--- config.mk ---
export PLATFORM = sky130hd
export DESIGN_NAME = usdp_shadow_port
export DESIGN_NICKNAME = d
export VERILOG_FILES = /design/src/usdp_pkg.sv /design/src/usdp_fifo.sv /design/src/usdp_shadow_port.sv
export SDC_FILE = /design/constraint.sdc
export NUM_CORES = 1
export LEC_CHECK = 0
export ABC_CLOCK_PERIOD_IN_PS = 7600
export BUFFER_PORTS_ARGS = -buffer_cell sky130_fd_sc_hd__buf_4
export CORE_MARGIN = 10
export CORE_UTILIZATION = 35
export CTS_CLUSTER_SIZE = 30
export DETAILED_ROUTE_END_ITERATION = 10
export GPL_ROUTABILITY_DRIVEN = 0
export PLACE_DENSITY = 0.57
export SETUP_SLACK_MARGIN = 0.2
export SLEW_MARGIN = 20
export SYNTH_ARGS = -nofsm -noshare
export SYNTH_HDL_FRONTEND = slang
export SYNTH_SLANG_ARGS = --single-unit
--- constraint.sdc ---
create_clock -name pclk -period 7.6 [get_ports pclk]
set_input_delay 0.76 -clock pclk [delete_from_list [all_inputs] [get_ports pclk]]
set_output_delay 0.76 -clock pclk [all_outputs]
set_load 0.1 [all_outputs]
--- src/usdp_pkg.sv ---
// Package with addresses, field positions, reset values, timing and shared types of the shadow data port
package usdp_pkg;

  // Shadow bank: sixteen aliased words, the last two at their fixed addresses
  localparam logic [31:0] SHADOW_BASE     = 32'h5000_1030;
  localparam logic [31:0] SHADOW_14       = 32'h5000_1068;
  localparam logic [31:0] SHADOW_15       = 32'h5000_106C;
  localparam logic [31:0] SHADOW_LAST     = SHADOW_15;
  localparam logic [31:0] SHADOW_RESET    = 32'h0000_0000;

  // Control, line status and interrupt registers
  localparam logic [31:0] CTRL_ADDR       = 32'h5000_1100;
  localparam logic [31:0] LSTAT_ADDR      = 32'h5000_1104;
  localparam logic [31:0] ISTAT_ADDR      = 32'h5000_1108;
  localparam logic [31:0] IMASK_ADDR      = 32'h5000_110C;

  localparam int          CTRL_FIFO_EN    = 0;
  localparam int          CTRL_IR_MODE    = 1;
  localparam logic [1:0]  CTRL_RESET      = 2'h0;
  localparam int          LSTAT_RX_VALID  = 0;
  localparam int          LSTAT_OVERRUN   = 1;
  localparam int          LSTAT_TX_EMPTY  = 5;
  localparam int          INT_RX_AVAIL    = 0;
  localparam int          INT_OVERRUN     = 1;
  localparam int          INT_TX_EMPTY    = 2;
  localparam logic [2:0]  INT_RESET       = 3'h0;

  // FIFO geometry
  localparam int          FIFO_DEPTH      = 16;
  localparam int          PTR_W           = 4;
  localparam int          CNT_W           = 5;

  // Serial timing
  localparam int          CLK_PERIOD_NS   = 20;
  localparam int          BIT_TIME_NS     = 1000;
  localparam int          BIT_CYCLES      = BIT_TIME_NS / CLK_PERIOD_NS;
  localparam int          IR_PULSE_CYCLES = (BIT_CYCLES * 3) / 16;
  localparam int          HALF_BIT_CYCLES = BIT_CYCLES / 2;
  localparam int          BAUD_W          = 6;
  localparam int          FRAME_BITS      = 10;

  typedef struct packed {
    logic [CNT_W-1:0] count;
    logic             full;
    logic             empty;
  } usdp_fifo_stat_s;

  typedef enum logic [1:0] {RX_IDLE, RX_START, RX_DATA, RX_STOP} usdp_rx_state_e;

endpackage : usdp_pkg

--- src/usdp_fifo.sv ---
// Byte FIFO with single-entry mode and optional overwrite of the newest entry when full
module usdp_fifo (
  input  wire logic                   clk,       // Clock
  input  wire logic                   rst_n,     // Asynchronous reset, active low
  input  wire logic                   flush,     // Empty the FIFO
  input  wire logic                   single,    // Hold one entry only
  input  wire logic                   push,      // Write one entry
  input  wire logic                   overwrite, // Replace newest entry when full
  input  wire logic                   pop,       // Remove head entry
  input  wire logic [7:0]             wdata,     // Entry to write
  output logic      [7:0]             rdata,     // Head entry
  output usdp_pkg::usdp_fifo_stat_s   stat,      // Level, full, empty
  output logic                        dropped    // Push lost or replaced an entry
);

  logic [7:0]                    mem [usdp_pkg::FIFO_DEPTH];
  logic [usdp_pkg::PTR_W-1:0]    wr_ptr;
  logic [usdp_pkg::PTR_W-1:0]    rd_ptr;
  logic [usdp_pkg::CNT_W-1:0]    count;
  logic [usdp_pkg::PTR_W-1:0]    next_wr_ptr;
  logic [usdp_pkg::PTR_W-1:0]    next_rd_ptr;
  logic [usdp_pkg::CNT_W-1:0]    next_count;
  logic                          full;
  logic                          empty;
  logic                          do_push;
  logic                          do_pop;
  logic                          do_over;

  assign empty   = (count == '0);
  assign full    = single ? !empty : (count == usdp_pkg::CNT_W'(usdp_pkg::FIFO_DEPTH));
  assign do_pop  = pop && !empty;
  assign do_push = push && (!full || do_pop);
  assign do_over = push && full && !do_pop && overwrite;
  assign dropped = push && full && !do_pop;
  assign rdata   = mem[rd_ptr];
  assign stat    = '{count: count, full: full, empty: empty};

  always_comb begin
    next_wr_ptr = wr_ptr;
    next_rd_ptr = rd_ptr;
    next_count  = count;
    if (flush) begin
      next_wr_ptr = '0;
      next_rd_ptr = '0;
      next_count  = '0;
    end else begin
      if (do_push) begin
        next_wr_ptr = wr_ptr + 1'b1;
      end
      if (do_pop) begin
        next_rd_ptr = rd_ptr + 1'b1;
      end
      if (do_push && !do_pop) begin
        next_count = count + 1'b1;
      end else if (do_pop && !do_push) begin
        next_count = count - 1'b1;
      end
    end
  end

  always_ff @(posedge clk or negedge rst_n) begin
    if (!rst_n) begin
      wr_ptr <= '0;
      rd_ptr <= '0;
      count  <= '0;
    end else begin
      wr_ptr <= next_wr_ptr;
      rd_ptr <= next_rd_ptr;
      count  <= next_count;
    end
  end

  // Storage has no reset; only the pointers define the contents
  always_ff @(posedge clk) begin
    if (!flush && do_push) begin
      mem[wr_ptr] <= wdata;
    end else if (!flush && do_over) begin
      mem[wr_ptr - 1'b1] <= wdata;
    end
  end

endmodule : usdp_fifo

--- src/usdp_shadow_port.sv ---
// UART shadow receive/transmit data port: APB slave, byte FIFOs, serial and infrared framing
module usdp_shadow_port (
  input  wire logic        pclk,               // APB clock, 50 MHz
  input  wire logic        presetn,            // Asynchronous reset, active low
  input  wire logic        psel,               // APB select
  input  wire logic        penable,            // APB access phase
  input  wire logic        pwrite,             // APB direction, high for write
  input  wire logic [31:0] paddr,              // APB byte address
  input  wire logic [31:0] pwdata,             // APB write data
  output logic      [31:0] prdata,             // APB read data
  output logic             pready,             // APB ready
  output logic             pslverr,            // APB error, unmapped address
  input  wire logic        sin,                // Serial receive pin
  input  wire logic        sir_in,             // Infrared receive pin
  output logic             sout,               // Serial transmit pin
  output logic             sir_out_n,          // Infrared transmit pin, active low
  output logic             rx_valid_flag,      // Receive data ready
  output logic             tx_hold_empty_flag, // Transmit holding empty
  output logic             irq                 // Interrupt, active high level
);

  localparam logic [usdp_pkg::BAUD_W-1:0] BIT_LAST  = usdp_pkg::BAUD_W'(usdp_pkg::BIT_CYCLES - 1);
  localparam logic [usdp_pkg::BAUD_W-1:0] HALF_LAST = usdp_pkg::BAUD_W'(usdp_pkg::HALF_BIT_CYCLES - 1);
  localparam logic [usdp_pkg::BAUD_W-1:0] IR_PULSE  = usdp_pkg::BAUD_W'(usdp_pkg::IR_PULSE_CYCLES);

  // Register state
  logic [1:0]                  ctrl;
  logic [2:0]                  istat;
  logic [2:0]                  imask;
  logic                        overrun;
  logic [1:0]                  next_ctrl;
  logic [2:0]                  next_istat;
  logic [2:0]                  next_imask;
  logic                        next_overrun;
  logic [31:0]                 next_prdata;
  logic                        next_pready;
  logic                        next_pslverr;
  logic                        next_irq;
  logic                        next_rx_valid;
  logic                        next_tx_empty;

  // Bus decode
  logic                        setup;
  logic                        access;
  logic                        hit_shadow;
  logic                        hit_ctrl;
  logic                        hit_lstat;
  logic                        hit_istat;
  logic                        hit_imask;
  logic                        mapped;
  logic                        fifo_en;
  logic                        ir_mode;
  logic                        flush;

  // FIFOs
  logic [7:0]                  rx_head;
  logic [7:0]                  tx_head;
  usdp_pkg::usdp_fifo_stat_s   rx_stat;
  usdp_pkg::usdp_fifo_stat_s   tx_stat;
  logic                        rx_push;
  logic                        rx_pop;
  logic                        rx_lost;
  logic                        tx_push;
  logic                        tx_pop;

  // Serial state
  logic [1:0]                  sin_meta;
  logic [1:0]                  sin_sync;
  logic                        rx_line;
  usdp_pkg::usdp_rx_state_e    rx_state;
  usdp_pkg::usdp_rx_state_e    next_rx_state;
  logic [usdp_pkg::BAUD_W-1:0] rx_cnt;
  logic [usdp_pkg::BAUD_W-1:0] next_rx_cnt;
  logic [2:0]                  rx_bit;
  logic [2:0]                  next_rx_bit;
  logic [7:0]                  rx_shift;
  logic [7:0]                  next_rx_shift;
  logic                        tx_busy;
  logic                        next_tx_busy;
  logic [9:0]                  tx_shift;
  logic [9:0]                  next_tx_shift;
  logic [3:0]                  tx_bit;
  logic [3:0]                  next_tx_bit;
  logic [usdp_pkg::BAUD_W-1:0] tx_cnt;
  logic [usdp_pkg::BAUD_W-1:0] next_tx_cnt;
  logic                        next_sout;
  logic                        next_sir_out_n;

  assign fifo_en    = ctrl[usdp_pkg::CTRL_FIFO_EN];
  assign ir_mode    = ctrl[usdp_pkg::CTRL_IR_MODE];
  assign setup      = psel && !penable;
  assign access     = psel && penable && pready;
  assign hit_shadow = (paddr >= usdp_pkg::SHADOW_BASE) && (paddr <= usdp_pkg::SHADOW_LAST)
                      && (paddr[1:0] == 2'h0);
  assign hit_ctrl   = (paddr == usdp_pkg::CTRL_ADDR);
  assign hit_lstat  = (paddr == usdp_pkg::LSTAT_ADDR);
  assign hit_istat  = (paddr == usdp_pkg::ISTAT_ADDR);
  assign hit_imask  = (paddr == usdp_pkg::IMASK_ADDR);
  assign mapped     = hit_shadow || hit_ctrl || hit_lstat || hit_istat || hit_imask;
  // Pop only when the setup cycle saw data, so a byte landing mid-transfer is not lost
  assign rx_pop     = access && !pwrite && hit_shadow && rx_valid_flag;
  assign tx_push    = access && pwrite && hit_shadow;
  // Changing the FIFO mode empties both queues
  assign flush      = access && pwrite && hit_ctrl && (pwdata[usdp_pkg::CTRL_FIFO_EN] != fifo_en);

  usdp_fifo u_rx_fifo (
    .clk       (pclk),
    .rst_n     (presetn),
    .flush     (flush),
    .single    (!fifo_en),
    .push      (rx_push),
    .overwrite (!fifo_en),
    .pop       (rx_pop),
    .wdata     (rx_shift),
    .rdata     (rx_head),
    .stat      (rx_stat),
    .dropped   (rx_lost)
  );

  usdp_fifo u_tx_fifo (
    .clk       (pclk),
    .rst_n     (presetn),
    .flush     (flush),
    .single    (!fifo_en),
    .push      (tx_push),
    .overwrite (!fifo_en),
    .pop       (tx_pop),
    .wdata     (pwdata[7:0]),
    .rdata     (tx_head),
    .stat      (tx_stat),
    .dropped   ()
  );

  // Registers and APB answer
  always_comb begin
    next_ctrl     = ctrl;
    next_imask    = imask;
    next_istat    = istat;
    next_overrun  = overrun;
    next_prdata   = prdata;
    next_pready   = setup;
    next_pslverr  = setup && !mapped;
    if (setup && !pwrite) begin
      next_prdata = 32'h0000_0000;
      if (hit_shadow) begin
        next_prdata[7:0] = rx_stat.empty ? 8'h00 : rx_head;
      end else if (hit_ctrl) begin
        next_prdata[1:0] = ctrl;
      end else if (hit_lstat) begin
        next_prdata[usdp_pkg::LSTAT_RX_VALID] = !rx_stat.empty;
        next_prdata[usdp_pkg::LSTAT_OVERRUN]  = overrun;
        next_prdata[usdp_pkg::LSTAT_TX_EMPTY] = tx_stat.empty;
      end else if (hit_istat) begin
        next_prdata[2:0] = istat;
      end else if (hit_imask) begin
        next_prdata[2:0] = imask;
      end
    end
    if (access && pwrite && hit_ctrl) begin
      next_ctrl = pwdata[1:0];
    end
    if (access && pwrite && hit_imask) begin
      next_imask = pwdata[2:0];
    end
    // Clear only what the read reported, so an event landing after setup survives
    if (access && !pwrite && hit_istat) begin
      next_istat = istat & ~prdata[2:0];
    end
    if (access && !pwrite && hit_lstat) begin
      next_overrun = overrun && !prdata[usdp_pkg::LSTAT_OVERRUN];
    end
    // Events set after the clears so a coincident event is kept
    if (rx_push) begin
      next_istat[usdp_pkg::INT_RX_AVAIL] = 1'b1;
    end
    if (rx_push && rx_lost) begin
      next_overrun                      = 1'b1;
      next_istat[usdp_pkg::INT_OVERRUN] = 1'b1;
    end
    if (tx_pop && tx_stat.count == usdp_pkg::CNT_W'(1) && !tx_push) begin
      next_istat[usdp_pkg::INT_TX_EMPTY] = 1'b1;
    end
    next_irq      = |(next_istat & next_imask);
    next_rx_valid = !rx_stat.empty;
    next_tx_empty = tx_stat.empty;
  end

  always_ff @(posedge pclk or negedge presetn) begin
    if (!presetn) begin
      ctrl               <= usdp_pkg::CTRL_RESET;
      imask              <= usdp_pkg::INT_RESET;
      istat              <= usdp_pkg::INT_RESET;
      overrun            <= 1'b0;
      prdata             <= usdp_pkg::SHADOW_RESET;
      pready             <= 1'b0;
      pslverr            <= 1'b0;
      irq                <= 1'b0;
      rx_valid_flag      <= 1'b0;
      tx_hold_empty_flag <= 1'b1;
    end else begin
      ctrl               <= next_ctrl;
      imask              <= next_imask;
      istat              <= next_istat;
      overrun            <= next_overrun;
      prdata             <= next_prdata;
      pready             <= next_pready;
      pslverr            <= next_pslverr;
      irq                <= next_irq;
      rx_valid_flag      <= next_rx_valid;
      tx_hold_empty_flag <= next_tx_empty;
    end
  end

  // Receiver: line chosen by mode after two-stage synchronisers
  assign rx_line = ir_mode ? sin_sync[1] : sin_sync[0];
  assign rx_push = (rx_state == usdp_pkg::RX_STOP) && (rx_cnt == BIT_LAST) && rx_line;

  always_comb begin
    next_rx_state = rx_state;
    next_rx_cnt   = rx_cnt + 1'b1;
    next_rx_bit   = rx_bit;
    next_rx_shift = rx_shift;
    case (rx_state)
      usdp_pkg::RX_IDLE: begin
        next_rx_cnt = '0;
        if (!rx_line) begin
          next_rx_state = usdp_pkg::RX_START;
        end
      end
      usdp_pkg::RX_START: begin
        if (rx_cnt == HALF_LAST) begin
          next_rx_cnt   = '0;
          next_rx_bit   = 3'h0;
          next_rx_state = rx_line ? usdp_pkg::RX_IDLE : usdp_pkg::RX_DATA;
        end
      end
      usdp_pkg::RX_DATA: begin
        if (rx_cnt == BIT_LAST) begin
          next_rx_cnt   = '0;
          next_rx_shift = {rx_line, rx_shift[7:1]};
          next_rx_bit   = rx_bit + 1'b1;
          if (rx_bit == 3'h7) begin
            next_rx_state = usdp_pkg::RX_STOP;
          end
        end
      end
      usdp_pkg::RX_STOP: begin
        if (rx_cnt == BIT_LAST) begin
          next_rx_state = usdp_pkg::RX_IDLE;
        end
      end
      default: begin
        next_rx_state = usdp_pkg::RX_IDLE;
      end
    endcase
  end

  always_ff @(posedge pclk or negedge presetn) begin
    if (!presetn) begin
      sin_meta <= 2'h3;
      sin_sync <= 2'h3;
      rx_state <= usdp_pkg::RX_IDLE;
      rx_cnt   <= '0;
      rx_bit   <= 3'h0;
      rx_shift <= 8'h00;
    end else begin
      sin_meta <= {sir_in, sin};
      sin_sync <= sin_meta;
      rx_state <= next_rx_state;
      rx_cnt   <= next_rx_cnt;
      rx_bit   <= next_rx_bit;
      rx_shift <= next_rx_shift;
    end
  end

  // Transmitter: start, eight data bits LSB first, stop
  assign tx_pop       = !tx_busy && !tx_stat.empty;

  always_comb begin
    next_tx_busy   = tx_busy;
    next_tx_shift  = tx_shift;
    next_tx_bit    = tx_bit;
    next_tx_cnt    = tx_cnt;
    if (tx_pop) begin
      next_tx_busy  = 1'b1;
      next_tx_shift = {1'b1, tx_head, 1'b0};
      next_tx_bit   = 4'h0;
      next_tx_cnt   = '0;
    end else if (tx_busy) begin
      next_tx_cnt = tx_cnt + 1'b1;
      if (tx_cnt == BIT_LAST) begin
        next_tx_cnt   = '0;
        next_tx_shift = {1'b1, tx_shift[9:1]};
        next_tx_bit   = tx_bit + 1'b1;
        if (tx_bit == 4'(usdp_pkg::FRAME_BITS - 1)) begin
          next_tx_busy = 1'b0;
        end
      end
    end
    next_sout      = (next_tx_busy && !ir_mode) ? next_tx_shift[0] : 1'b1;
    next_sir_out_n = !(next_tx_busy && ir_mode && !next_tx_shift[0] && next_tx_cnt < IR_PULSE);
  end

  always_ff @(posedge pclk or negedge presetn) begin
    if (!presetn) begin
      tx_busy   <= 1'b0;
      tx_shift  <= 10'h3FF;
      tx_bit    <= 4'h0;
      tx_cnt    <= '0;
      sout      <= 1'b1;
      sir_out_n <= 1'b1;
    end else begin
      tx_busy   <= next_tx_busy;
      tx_shift  <= next_tx_shift;
      tx_bit    <= next_tx_bit;
      tx_cnt    <= next_tx_cnt;
      sout      <= next_sout;
      sir_out_n <= next_sir_out_n;
    end
  end

endmodule : usdp_shadow_port

* After elaboration in Yosys (flattened, before gate mapping) *
Memories as Yosys holds them, arrays and structs flattened.
Cells that the tools add are included.
Widths: inputs -> output; s select.

word-level totals
  bits in registers = 94
  bits in writable memories = 256
  bits of input ports = 71
  output and inout bits = 39
  logic and storage cells = 244
  memories kept = 2

memory list
  memory         words  bits a word  read ports  clocked after Yosys merged registers in  wr ports  line             RTL
  u_rx_fifo.mem  16     8            1           0                                        1         usdp_fifo.sv:16  logic [7:0] mem [usdp_pkg::FIFO_DEPTH];
  u_tx_fifo.mem  16     8            1           0                                        1         usdp_fifo.sv:16

operators by class
  $add $sub $neg = 14
  order comparisons = 3
  equality and inequality tests = 21
  mux-type cells = 80
  bitwise gates (word level) = 3
  reductions and logical operators = 92

operator list
  kind                  count
  $eq 32x31->1 const B  4
  $mux 4                13
  $logic_and 1x1->1     46
  $ge 32x31->1 const B  1
  $le 32x31->1 const B  1
  $mux 1                30
  $mux 10               3
  $mux 5                6
  $mux 6                5
  $mux 8                3
  $mux 3                7
  $add 4x1->4 const B   5
  $mux 2                10
  $logic_not 1->1       19
  $pmux 6 s3            1
  $reduce_bool 2->1     8
  $reduce_or 8->1       2
  $add 6x1->6 const B   2
  $eq 6x6->1 const B    2
  $add 5x1->5 const B   2
  $eq 5x5->1 const B    2
  $logic_not 5->1       2
  $sub 5x1->5 const B   2
  $ne 2x2->1 const B    4
  22 further kinds      33

* Depth between registers and ports, before layout *
  depth after elaboration = 15
  mapped depth = 12
  depth with buffers taken out = 12

* Modules after synthesis *
From an unflattened synthesis, not the netlist that was laid out.

unflattened totals
  cells, all modules = 985
  area total of the unflattened synthesis = 15,622.5 um2

by module, submodules not included
  module                  times used  cells each  area each (um2)
  usdp_fifo at u_rx_fifo  1           330         6,118.4
  usdp_fifo at u_tx_fifo  1           327         6,025.8
  usdp_shadow_port        1           328         3,478.3

* Worst setup path after synthesis *
Ideal clock, no wire load.

  path kind = input port to flip-flop
  start point = input paddr[19]
  end point = register u_rx_fifo.count[4] in the netlist's numbering
  library setup time = 0.142 ns
  data arrival time = 3.356 ns
  required time = 7.458 ns
  slack = 4.102 ns
  stages on the path = 10
  path through = or4b_4 -> nor3_2 -> o2111ai_2 -> nand3_1 -> fa_1 -> a21o_1 -> a21oi_1 -> a2111oi_0 -> o21a_1 -> nor3_1

between the ends
  longest elaborated chain between the ends = 11
  elaborated cells on any way between the ends = 19

RTL lines
  what                                                  line                              RTL
  start, declared                                       usdp_shadow_port.sv:8             input wire logic [31:0] paddr,
  $ge 32x31->1 or $le 32x31->1 (tied branches)          usdp_shadow_port.sv:93            assign hit_shadow = (paddr >= usdp_pkg::SHADOW_BASE) && (paddr <= usdp_pkg::SHADOW_LAST)
  $logic_and 1x1->1                                     usdp_shadow_port.sv:93
  $logic_and 1x1->1                                     usdp_shadow_port.sv:94            && (paddr[1:0] == 2'h0);
  $logic_and 1x1->1 (2 in a row)                        usdp_shadow_port.sv:101           assign rx_pop = access && !pwrite && hit_shadow && rx_valid_flag;
  $logic_and 1x1->1                                     usdp_fifo.sv:31                   assign do_pop = pop && !empty;
  $logic_or 1x1->1                                      usdp_fifo.sv:32                   assign do_push = push && (!full || do_pop);
  $logic_and 1x1->1                                     usdp_fifo.sv:32
  $logic_and 1x1->1 or $logic_not 1->1 (tied branches)  usdp_fifo.sv:53, usdp_fifo.sv:55
  $mux 5 or $logic_and 1x1->1 (tied branches)           usdp_fifo.sv:53, usdp_fifo.sv:55
  $mux 5 or $reduce_bool 3->1 (tied branches)           n/a
  end signal, assigned                                  usdp_fifo.sv:69                   count <= next_count;
  end, declared                                         usdp_fifo.sv:19                   logic [usdp_pkg::CNT_W-1:0] count;

Several ways; a longest one is shown, not always the timed one.
A chain may end at the register's enable or synchronous reset.

* Worst setup path after layout *
  start point = input paddr[31]
  end point = memory u_rx_fifo.mem[2][3] (enable)

between the ends
  longest elaborated chain between the ends = 15
  elaborated cells on any way between the ends = 26

RTL lines
  what                                          line                     RTL
  $ge 32x31->1 or $le 32x31->1 (tied branches)  usdp_shadow_port.sv:93
  $logic_and 1x1->1                             usdp_shadow_port.sv:93
  $logic_and 1x1->1                             usdp_shadow_port.sv:94
  $logic_and 1x1->1 (2 in a row)                usdp_shadow_port.sv:101
  $logic_and 1x1->1                             usdp_fifo.sv:31
  $logic_not 1->1                               usdp_fifo.sv:33          assign do_over = push && full && !do_pop && overwrite;
  $logic_and 1x1->1 (2 in a row)                usdp_fifo.sv:33
  $logic_and 1x1->1                             usdp_fifo.sv:77          end else if (!flush && do_over) begin
  $mux 1                                        usdp_fifo.sv:77
  $mux 1                                        usdp_fifo.sv:75          if (!flush && do_push) begin
  $mux 1 (not written as such)                  usdp_fifo.sv:78          mem[wr_ptr - 1'b1] <= wdata;
  $reduce_or 8->1 (no line)                     n/a
  $mux 4 (no line) or $mux 1 (tied branches)    n/a
  end, declared                                 usdp_fifo.sv:16

Several ways; a longest one is shown, not always the timed one.

==> impl_metrics.yaml <==
floorplan:
  ios: 110
  die_h_um: 231
  fp.coreArea_um2: 44000
  initial_utilization: 0.352
  dieArea_um2: 53100
  die_w_um: 231
  placementRows: 77
drt:
  drt_iter0_markers: 615
  vias: 8532
  wirelength_um: 31800
  antenna_left: 0
  post-route-drc-count: 0
  viasPerCell: 5.07
  wire_per_inst_um: 18.9
  firstDrtPassIters: 5
yosys:
  synth_cell_types: 88
  synth.most_common_cell: "edfxtp_1"
  ys_ff_latch: 350
  async_flop_share: 0.269
  yosysSeqAreaShare: 0.649
  yosys-top-cells-area: "edfxtp_1 (50%), dfrtp_1 (12%), mux4_2 (12%)"
  synthCells: 1001
  synth_top_area_frac: 0.496
  ys_warn_count: 0
  yosys.area.top_type: "edfxtp_1"
  synthFlopType: "edfxtp_1"
  synthesis.area_um2: 15500
  ys_top_cells_by_count: "edfxtp_1 (256), nor2_1 (94), nand2_1 (85)"
  syn_area_per_cell_um2: 15.5
  synth_edf_count: 256
global_routing:
  antenna_found_initial: 0
  grt_first_pass_wirelength_um: 52000
  grt_max_degree: 67
  grt_pass1_vias: 9027
  gr-total-overflow: 0
  grt_util_all_layers: 0.122
sta:
  worstMarginPinSlew_ns: 0.944
  grt_setup_unrepaired: "no"
  setup_violations: 0
  finalHoldViolCount: 0
  fmax_mhz: 268
  finalClockSkew_ns: 0.0198
  min_period_ns: 3.73
  drv_slew: 0
  tns_ns: 0
  relSlewSlack: 0.365
  post-route-period-util: 0.490
setup_path:
  worstSetupPathType: "input port to register"
  cp_max_fo: 19
  critPathLaunchType: "input port"
  reg2reg_slack_ns: 4.01
  worstSetupEndpointType: "register"
  cp_data_arrival_time_ns: 3.87
  cp.required_ns: 7.74
  cpMaxStageDelayCell: "o2111a_1"
  critical-path-max-stage-delay_ns: 0.76
  cp_cell_sequence: "buf_4 -> or4_4 -> o21ai_1 -> o2111a_1 -> or3_1 -> a41oi_2 -> nor2_1"
job:
  max_cap_violations: 0
layout:
  drive_above_1_share: 0.236
  antenna_cells: 0
  area_growth_pct: 13.5
  post-route-util: 0.400
  final_nets: 1155
placed_design:
  io_buffers: 61
  dpl.hpwl_um: 22100
clocking:
  insertion_delay_ns: 0.53
  cts_setup_buffers: 0
  ctsHoldBuffers: 0
  cts_tree: "built"
  cts_resized: 0
  cts_buffers: 38
  clkSinkCount: 350
  clock_path_buffers: 3
  clk_pin_slew_ns: 0.06
  root_buffer: "clkbuf_16"
  htreeDepth: 2
worst_hold_path:
  min_path_type: "input port to async pin"
power:
  p_leak_nw: 6.07
  peakVddDrop_v: 0.000138
  p_per_area_nw_per_um2: 224
outcome:
  outcome: "finished clean"
worst max-delay path, delay by kind of cell:
family | cells | cell delay [ns]
simple gates | 3 | 1.58
compound gates | 3 | 1.40
buf+inv | 1 | 0.11
registers in the layout (all words and copies together) (netlist names), 5 cells and up, named ones only:
signal / cells
u_rx_fifo.mem: 128
u_tx_fifo.mem: 128
tx_shift: 10
prdata: 8
rx_shift: 8
rx_cnt: 6
tx_cnt: 6
u_rx_fifo.count: 5
u_tx_fifo.count: 5
final cells by class:
type	instances	area, µm²
Timing Repair Buffer	68	510
Clock buffer	51	1000
Sequential cell	350	10100
Tap cell	592	741
Fill cell	4040	26400
Clock inverter	19	136
Inverter	23	86.3
Multi-Input combinational cell	580	5070
final timing paths:
check | depth (start not counted) | start | end
setup / recovery | 7 | paddr[31] | u_rx_fifo.mem[2][3]
min in group pclk | 1 | sir_in | sin_meta[1]
max in group asynchronous | 2 | presetn | u_tx_fifo.rd_ptr[0]
setup reg to reg | 8 | rx_cnt[1] | u_rx_fifo.mem[7][6]
hold / removal | 1 | presetn | rx_shift[0]
hold reg to reg | 0 | sin_meta[1] | sin_sync[1]
through the flow:
step                total power, mW  hold WS [ns]  worst slack [ns]  std cells  cell area, µm²
floorplan                      2.24         0.345              4.10       1024           15600
global placement               2.29         0.346              3.37       1613           16500
detailed placement             2.29         0.347              3.28       1613           16500
CTS                            4.00         0.171              3.84       1683           17600
global route                   4.10         0.184              3.61       1683           17600
finish                         3.95         0.174              3.87       1683           17600
power by group:
| group | internal (mW) | switching, mW | total, mW | leakage [nW] |
|---|---|---|---|---|
| Clock | 0.965 | 0.731 | 1.70 | 0.551 |
| Sequential | 2.06 | 0.0212 | 2.08 | 3.45 |
| Combinational | 0.0419 | 0.133 | 0.174 | 2.07 |
cell families after synthesis:
logic type | Yosys count | synth area share
adders and majority gates | 23 | 0.0190
xor gates and xnor gates | 28 | 0.0158
muxes | 98 | 0.131
AOI/OAI and AO/OA | 101 | 0.0532
buffers and inverters | 94 | 0.0307
other | 1 | 0.000242
DFF | 350 | 0.649
and+or+nand+nor | 306 | 0.102
per-layer routing:
layer  up-vias  share of wire  track usage
li1       3958              -            -
met1      4413           0.42        0.152
met2       122           0.52        0.217
met3        39          0.036       0.0205
met4         0          0.017       0.0296
met5         -              0            0
cells in the final DEF, fill, tap and decap left out, types with 9 or more instances in the layout:
master,Yosys,routed
clkbuf_1,27,13
nand2_1,85,85
nand3_1,19,19
edfxtp_1,256,256
mux2i_1,9,9
conb_1,1,24
inv_1,23,23
clkbuf_16,0,38
a21oi_1,16,16
nor3_1,15,14
dfrtp_1,77,75
ha_1,22,22
a22oi_1,9,9
buf_4,26,68
nor2_1,94,94
and2_1,10,10
nand4_1,15,15
xnor2_1,16,16
nor4_1,10,10
xor2_1,12,12
mux4_2,82,82
dfstp_2,17,17
No activity file was read; power rests on OpenSTA's default activity.
